`src/design/css_defines.vh`:
```
// constants for the 16-bit card socket strobe and dma block
`ifndef CSS_DEFINES_VH
`define CSS_DEFINES_VH
// strobe timing in ns, derived into cycles of the 50 MHz clock
`define CSS_CLK_PERIOD_NS 20
`define CSS_SETUP_NS 60
`define CSS_STROBE_NS 160
`define CSS_HOLD_NS 40
`define CSS_SETUP_CYC ((`CSS_SETUP_NS + `CSS_CLK_PERIOD_NS - 1) / `CSS_CLK_PERIOD_NS)
`define CSS_STROBE_CYC ((`CSS_STROBE_NS + `CSS_CLK_PERIOD_NS - 1) / `CSS_CLK_PERIOD_NS)
`define CSS_HOLD_CYC ((`CSS_HOLD_NS + `CSS_CLK_PERIOD_NS - 1) / `CSS_CLK_PERIOD_NS)
`define CSS_CNT_W 4
// request kinds
`define CSS_OP_IO_READ 2'h0
`define CSS_OP_IO_WRITE 2'h1
`define CSS_OP_DMA_C2H 2'h2
`define CSS_OP_DMA_H2C 2'h3
// dma request source select
`define CSS_DREQ_BATT 1'b0
`define CSS_DREQ_INACK 1'b1
// reset value of every active-low pin
`define CSS_PIN_IDLE 1'b1
`endif

```
`src/design/css_card_detect.v`:
```
// card presence sensing from the two card-detect inputs
`timescale 1ns/1ns
module css_card_detect (
   input wire clk_in,
   input wire reset_in,
   input wire card_detect_one_n_in,
   input wire card_detect_two_n_in,
   output reg [1:0] detect_level_out,
   output reg card_present_out
);
   always @(posedge clk_in or posedge reset_in) begin
      if (reset_in) begin
         detect_level_out <= 2'h3;
         card_present_out <= 1'b0;
      end else begin
         detect_level_out <= {card_detect_two_n_in, card_detect_one_n_in};
         // both pins must be low: a half-seated card is not present
         card_present_out <= ~card_detect_one_n_in & ~card_detect_two_n_in;
      end
   end
endmodule // css_card_detect

```
`src/design/css_socket.v`:
```
// socket strobe sequencer for host i/o cycles and card dma transfers
`timescale 1ns/1ns
`include "css_defines.vh"
module css_socket (
   input wire clk_in,
   input wire reset_in,
   // host side request
   input wire req_valid_in,
   input wire [1:0] req_op_in,
   input wire [25:0] req_addr_in,
   input wire [1:0] req_bytes_in,
   input wire [15:0] req_wdata_in,
   input wire req_last_in,
   input wire dma_enable_in,
   input wire dma_req_select_in,
   output reg req_ready_out,
   output reg done_out,
   output reg [15:0] rdata_out,
   output reg read_acked_out,
   output reg dma_request_out,
   output reg card_present_out,
   output reg [1:0] card_detect_level_out,
   // card pins
   input wire card_detect_one_n_in,
   input wire card_detect_two_n_in,
   input wire battery_detect_two_n_in,
   input wire input_acknowledge_n_in,
   input wire wait_n_in,
   input wire [15:0] card_data_in,
   output reg [15:0] card_data_out,
   output reg card_data_oe_out,
   output reg [25:0] card_addr_out,
   output reg even_byte_enable_n_out,
   output reg odd_byte_enable_n_out,
   output reg io_read_strobe_n_out,
   output reg io_write_strobe_n_out,
   output reg attr_select_n_out,
   output reg output_enable_n_out,
   output reg write_enable_n_out
);
   localparam [3:0] ST_IDLE = 4'b0001;
   localparam [3:0] ST_SETUP = 4'b0010;
   localparam [3:0] ST_STROBE = 4'b0100;
   localparam [3:0] ST_HOLD = 4'b1000;
   // cycle counts arrive as 32-bit integers; cut to the counter width on purpose
   localparam integer SETUP_CYC = `CSS_SETUP_CYC;
   localparam integer STROBE_CYC = `CSS_STROBE_CYC;
   localparam integer HOLD_CYC = `CSS_HOLD_CYC;
   localparam [`CSS_CNT_W-1:0] SETUP_CNT = SETUP_CYC[`CSS_CNT_W-1:0];
   localparam [`CSS_CNT_W-1:0] STROBE_CNT = STROBE_CYC[`CSS_CNT_W-1:0];
   localparam [`CSS_CNT_W-1:0] HOLD_CNT = HOLD_CYC[`CSS_CNT_W-1:0];

   // byte enables: bit0 even, bit1 odd, mapped to active-low pins
   function [1:0] byte_enables_n;
      input [1:0] bytes;
      begin
         byte_enables_n = ~bytes;
      end
   endfunction

   reg [3:0] state_reg;
   reg [3:0] state_next;
   reg [`CSS_CNT_W-1:0] count_reg;
   reg [`CSS_CNT_W-1:0] count_next;
   reg [1:0] op_reg;
   reg last_reg;
   reg wait_sync_reg;
   reg wait_held_reg;
   wire [1:0] detect_level;
   wire present;
   wire is_dma;
   wire is_read;
   wire dreq;
   wire [1:0] lanes_n;

   css_card_detect u_detect (
      .clk_in(clk_in),
      .reset_in(reset_in),
      .card_detect_one_n_in(card_detect_one_n_in),
      .card_detect_two_n_in(card_detect_two_n_in),
      .detect_level_out(detect_level),
      .card_present_out(present)
   );

   assign is_dma = op_reg[1];
   assign is_read = (op_reg == `CSS_OP_IO_READ) || (op_reg == `CSS_OP_DMA_C2H);
   assign lanes_n = byte_enables_n(req_bytes_in);
   // either pin may carry the card's dma request
   assign dreq = (dma_req_select_in == `CSS_DREQ_INACK) ? ~input_acknowledge_n_in
                                                        : ~battery_detect_two_n_in;

   ////////////////////////////////////////////////////////////////////////
   always @* begin
      state_next = state_reg;
      count_next = count_reg;
      case (state_reg)
         ST_IDLE: begin
            // refuse when no card: strobes must stay idle
            if (req_valid_in && present && (!req_op_in[1] || dma_enable_in)) begin
               state_next = ST_SETUP;
               count_next = SETUP_CNT;
            end
         end
         ST_SETUP: begin
            if (count_reg <= 1) begin
               state_next = ST_STROBE;
               count_next = STROBE_CNT;
            end else begin
               count_next = count_reg - 1'b1;
            end
         end
         ST_STROBE: begin
            // wait is sampled registered, so strobe end waits one extra look
            if (count_reg > 1) begin
               count_next = count_reg - 1'b1;
            end else if (!wait_held_reg && !wait_sync_reg) begin
               state_next = ST_HOLD;
               count_next = HOLD_CNT;
            end
         end
         ST_HOLD: begin
            if (count_reg <= 1) begin
               state_next = ST_IDLE;
               count_next = {`CSS_CNT_W{1'b0}};
            end else begin
               count_next = count_reg - 1'b1;
            end
         end
         default: begin
            state_next = ST_IDLE;
            count_next = {`CSS_CNT_W{1'b0}};
         end
      endcase
   end

   ////////////////////////////////////////////////////////////////////////
   always @(posedge clk_in or posedge reset_in) begin
      if (reset_in) begin
         state_reg <= ST_IDLE;
         count_reg <= {`CSS_CNT_W{1'b0}};
         op_reg <= `CSS_OP_IO_READ;
         last_reg <= 1'b0;
         wait_sync_reg <= 1'b0;
         wait_held_reg <= 1'b0;
         req_ready_out <= 1'b0;
         done_out <= 1'b0;
         rdata_out <= 16'h0000;
         read_acked_out <= 1'b0;
         dma_request_out <= 1'b0;
         card_present_out <= 1'b0;
         card_detect_level_out <= 2'h3;
         card_data_out <= 16'h0000;
         card_data_oe_out <= 1'b0;
         card_addr_out <= 26'h000_0000;
         even_byte_enable_n_out <= `CSS_PIN_IDLE;
         odd_byte_enable_n_out <= `CSS_PIN_IDLE;
         io_read_strobe_n_out <= `CSS_PIN_IDLE;
         io_write_strobe_n_out <= `CSS_PIN_IDLE;
         attr_select_n_out <= `CSS_PIN_IDLE;
         output_enable_n_out <= `CSS_PIN_IDLE;
         write_enable_n_out <= `CSS_PIN_IDLE;
      end else begin
         state_reg <= state_next;
         count_reg <= count_next;
         wait_sync_reg <= ~wait_n_in;
         wait_held_reg <= wait_sync_reg;
         card_present_out <= present;
         card_detect_level_out <= detect_level;
         dma_request_out <= dma_enable_in & present & dreq;
         req_ready_out <= (state_next == ST_IDLE) && (state_reg == ST_IDLE);
         done_out <= 1'b0;
         if (state_reg == ST_IDLE && state_next == ST_SETUP) begin
            op_reg <= req_op_in;
            last_reg <= req_last_in;
            card_addr_out <= req_addr_in;
            card_data_out <= req_wdata_in;
            card_data_oe_out <= ~req_op_in[0] ? 1'b0 : 1'b1;
            even_byte_enable_n_out <= lanes_n[0];
            odd_byte_enable_n_out <= lanes_n[1];
            read_acked_out <= 1'b0;
            // dma acknowledge spans the whole transfer
            attr_select_n_out <= ~req_op_in[1];
         end
         if (state_reg == ST_SETUP && state_next == ST_STROBE) begin
            io_read_strobe_n_out <= ~is_read;
            io_write_strobe_n_out <= is_read;
            output_enable_n_out <= ~(is_dma && is_read && last_reg);
            write_enable_n_out <= ~(is_dma && !is_read && last_reg);
         end
         if (state_reg == ST_STROBE) begin
            rdata_out <= card_data_in;
            // acknowledge only meaningful on host i/o reads
            if (op_reg == `CSS_OP_IO_READ && !input_acknowledge_n_in) begin
               read_acked_out <= 1'b1;
            end
         end
         if (state_reg == ST_STROBE && state_next == ST_HOLD) begin
            io_read_strobe_n_out <= `CSS_PIN_IDLE;
            io_write_strobe_n_out <= `CSS_PIN_IDLE;
            output_enable_n_out <= `CSS_PIN_IDLE;
            write_enable_n_out <= `CSS_PIN_IDLE;
         end
         if (state_reg == ST_HOLD && state_next == ST_IDLE) begin
            even_byte_enable_n_out <= `CSS_PIN_IDLE;
            odd_byte_enable_n_out <= `CSS_PIN_IDLE;
            attr_select_n_out <= `CSS_PIN_IDLE;
            card_data_oe_out <= 1'b0;
            done_out <= 1'b1;
         end
      end
   end
endmodule // css_socket

```
`config.mk`:
```
export PLATFORM = sky130hd
export DESIGN_NAME = css_socket
export DESIGN_NICKNAME = d
export VERILOG_FILES = /design/src/design/css_card_detect.v /design/src/design/css_socket.v
export VERILOG_INCLUDE_DIRS = /design/src /design/src/design
export SDC_FILE = /design/constraint.sdc
export NUM_CORES = 1
export LEC_CHECK = 0
export BUFFER_PORTS_ARGS = -buffer_cell sky130_fd_sc_hd__clkbuf_2
export CAP_MARGIN = 20
export CORE_MARGIN = 2
export CORE_UTILIZATION = 48
export DETAILED_ROUTE_END_ITERATION = 16
export PLACE_DENSITY = 0.8
export SYNTH_ARGS = -nofsm -noshare
export SYNTH_HDL_FRONTEND = slang
export SYNTH_SLANG_ARGS = --single-unit
```
`constraint.sdc`:
```
create_clock -name clk_in -period 3.35 [get_ports clk_in]
set_input_delay 0.67 -clock clk_in [delete_from_list [all_inputs] [get_ports clk_in]]
set_output_delay 0.67 -clock clk_in [all_outputs]
set_load 0.1 [all_outputs]
```
==> key figures <==
Clock network
  • TritonCTS Buffers: 9
  • Clk slew on worst S/H paths: 0.09 ns
  • # H-tree levels: 3
  • CTS Hold Bufs: 0
  • Post-CTS Setup Repair Bufs: 0
  • Root Driver: clkbuf_8
  • TritonCTS clock tree: built
  • Clk_lat worst skew: 0.34 ns
  • Cts repair resizes: 0
  • Clock buffer depth: 2
  • Sink Count: 89

Pwr
  • Seq pwr share: 37.3%
  • Power Total: 3.60 mW
  • Pwr dens: 792 nW/um2
  • Max VDD drop: 0.304 mV
  • Clock network power share: 21.5%
  • Combinational Power Share: 41.2%
  • Lkg Pwr: 2.54 nW
  • Switching pwr: 1.72 mW
  • Sw Ratio: 47.9%
  • Pint: 1.88 mW

Timing
  • Final Hold Fails: 0
  • Min cycle time layout: 2.41 ns
  • Final Skew: 0.0144 ns
  • Final Slew Violations: 0
  • Relative slew margins: 37.9%
  • Setup violators final: 0
  • RSZ-0062 raised after global routing: false
  • Setup ws final: 0.939 ns
  • Worst Tran Pin Value: 0.932 ns
  • Part of the cycle the worst path needs: 72.0%
  • Post-Route Setup TNS: 0 ns
  • Fmax: 0.415 GHz

Finish
  • Fill cell count: 626
  • Flip-flop and latch area: 2240 um2
  • Fin area: 4540 um2
  • Area of the multi-input gates: 1170 um2
  • NumNets Final: 587
  • Layout cell share with drive strength beyond 1: 36.4%
  • # diodes: 0
  • Area delta synth->final: 27.3%
  • Largest register FFs: 26
  • Largest regs: card_addr_out x26, card_data_out x16, rdata_out x16
  • Top reg by flops: card_addr_out

Logic synthesis
  • Synth area leader: dfrtp_1
  • Simple-gate share of the synthesized area: 25.7%
  • Main combinational cell family by area after synthesis: simple AND/OR/NAND/NOR gates
  • Synthesized net count: 442
  • Synthesized instance count: 367
  • Syn. warnings: 0
  • Post-synthesis adder-cell area fraction: 0.701%
  • Yosys top cell area share: 54.0%
  • Largest cells by area after synthesis: dfrtp_1 54%, nand2_1 20%, dfstp_2 8.8%, clkbuf_8 1.5%, o211ai_2 1.1%
  • Compound-cell area share of the yosys netlist: 5.05%
  • Synth Area per Inst: 9.72 um2
  • Post-Synthesis Cell Area: 3570 um2
  • #FFs+latches synth: 89
  • Unique masters post-synth: 40
  • Xor and xnor area share after synthesis: 0.245%
  • Sequential-to-total area share from yosys stat: 62.8%
  • Mux contribution to synthesized area: 0.842%

Setup path
  • Crit-path slowest cell: or3_2
  • CP max FO: 53
  • CP max stage delay: 0.90 ns
  • Critical path capture point type: flop
  • Crit-path cells: or4b_4, or3_2, nand2_1, o41ai_1
  • Crit path launch type: flop
  • Crit Path Class: flop to flop
  • WP buf/inv: 0
  • Crit path max-delay family: simple AND/OR/NAND/NOR gates
  • Worst Path Arrival: 2.61 ns
  • Required @ worst endpoint: 3.55 ns

Place
  • Detailed placement HPWL: 5970 um
  • Cell Area, Placed: 4330 um2
  • GPL Wtd Cong: 0.798
  • Placement Setup Slack: 0.956 ns
  • I/O Buffers: 145

GRT
  • First-pass GRT wire length: 13,900 um
  • Largest net degree at the start of global routing: 54
  • Vias in the first global route: 2,973
  • Total track usage: 21.1%
  • Initial antenna violation count: 0
  • Global route overflow: 0

Floorplan
  • Core area: 7210 um2
  • Initial core utilization: 49.5%
  • I/O pins: 146
  • Core Rows: 31
  • Die area: 8140 um2
  • Die Width: 90.2 um
  • Die height: 90.2 um

Outcome
  • Outcome: finished, final reports clean

Drt
  • Total Routed Length: 8000 um
  • Via count: 2,961
  • Antenna Nets Post-Route: 0
  • Drt via density: 4.81
  • Pre-antenna DRT Iters: 5
  • Routed WL per cell: 13.0 um
  • DR iter-0 viols: 131
  • Drt drc: 0

Job
  • Max_cap viols: 0

Worst hold path
  • HP Class: primary input to asynchronous set/reset pin
worst register-to-register path, delay by kind of cell (launching register included):
family | cells | cell delay, ns
AO/OA/AOI/OAI | 1 | 0.09
flip-flops | 1 | 0.48
AND/OR/NAND/NOR | 3 | 1.70
power groups by stage:
stage	clock, mW	combinational (mW)	sequential [mW]
after floorplan	0	0.206	2.39
after global placement	0	1.48	1.36
after detailed placement	0	1.49	1.36
after CTS	0.797	1.49	1.34
after global routing	0.842	1.55	1.36
final	0.772	1.48	1.34
routing by layer:
layer | global-route usage [%] | vias up | share of wire (%)
met5 | 0 | - | 0
met4 | 7.95 | 0 | 2.2
met3 | 4.11 | 16 | 7.8
met2 | 34.1 | 152 | 45
met1 | 28.4 | 1341 | 45
li1 | - | 1452 | -
kinds of logic (layout without fill, tap and decap cells):
| family | count (synthesis) | count (layout) |
|---|---|---|
| AO/OA/AOI/OAI | 24 | 24 |
| XOR/XNOR | 1 | 1 |
| adder cells (fa/ha/maj) | 2 | 2 |
| buffers and inverters | 25 | 175 |
| flip-flops | 89 | 89 |
| multiplexers | 3 | 3 |
| AND/OR/NAND/NOR | 223 | 223 |
Yosys cell counts:
cell type / instances
a211o_1: 1
a211oi_1: 1
a21boi_0: 2
a21o_1: 1
a21oi_1: 2
a221o_1: 1
a2bb2oi_1: 1
a31oi_1: 2
and2_1: 1
and3_1: 2
buf_2: 5
buf_6: 2
buf_8: 1
clkbuf_1: 4
clkbuf_8: 4
dfrtp_1: 77
dfstp_2: 12
ha_1: 2
inv_1: 9
mux2i_1: 3
nand2_1: 194
nand2b_1: 1
nand3_1: 3
nor2_1: 5
nor2b_1: 1
nor3_1: 4
nor4_1: 3
nor4b_1: 2
nor4b_2: 1
o211ai_2: 3
o21ai_0: 6
o2bb2ai_1: 1
o31ai_1: 2
o41ai_1: 1
or2_2: 2
or3_1: 1
or3b_2: 1
or4b_2: 1
or4b_4: 1
xor2_1: 1
worst paths after layout:
kind / start / end / slack [ns] / cells after the start
worst min register to register: u_detect.detect_level_out[0] / card_detect_level_out[0] / 0.36 / 0
worst max register to register: state_reg[1] / read_acked_out / 0.94 / 4
worst min-delay path: reset_in / card_addr_out[2] / 0.35 / 2
min in group clk_in: u_detect.detect_level_out[0] / card_detect_level_out[0] / 0.36 / 0
max in group asynchronous: reset_in / state_reg[0] / 2.16 / 3
worst max-delay path: state_reg[1] / read_acked_out / 0.94 / 4
cell type report:
cell class                      count  area share (%)
Sequential cell                    89            49.4
Clock buffer                       11            2.89
Tap cell                           99            2.73
Clock inverter                      5            1.79
Inverter                            9           0.771
Timing Repair Buffer              150            16.8
Multi-Input combinational cell    253            25.7
layout by cell type (no fill, tap or decap), types with 2 or more instances in the layout:
cell type,count
clkbuf_8,9
inv_1,8
nor2_1,5
ha_1,2
clkbuf_2,145
nand3_1,3
nor4b_1,2
nand2_1,194
buf_4,5
a21oi_1,2
o211ai_2,3
nor4_1,3
o21ai_0,6
a21boi_0,2
dfstp_2,12
mux2i_1,3
o31ai_1,2
clkinv_2,2
or2_2,2
a31oi_1,2
nor3_1,3
bufinv_16,2
dfrtp_1,77
and3_1,2
clkbuf_1,2
stage by stage:
step / hold slack [ns] / instances / utilization (%)
final: 0.353 / 616 / 63.0
after global routing: 0.364 / 616 / 63.0
after CTS: 0.361 / 616 / 63.0
after detailed placement: 0.348 / 600 / 60.0
after global placement: 0.347 / 600 / 60.0
after floorplan: 0.345 / 367 / -
Note: power is estimated with default switching activity, not from simulation.
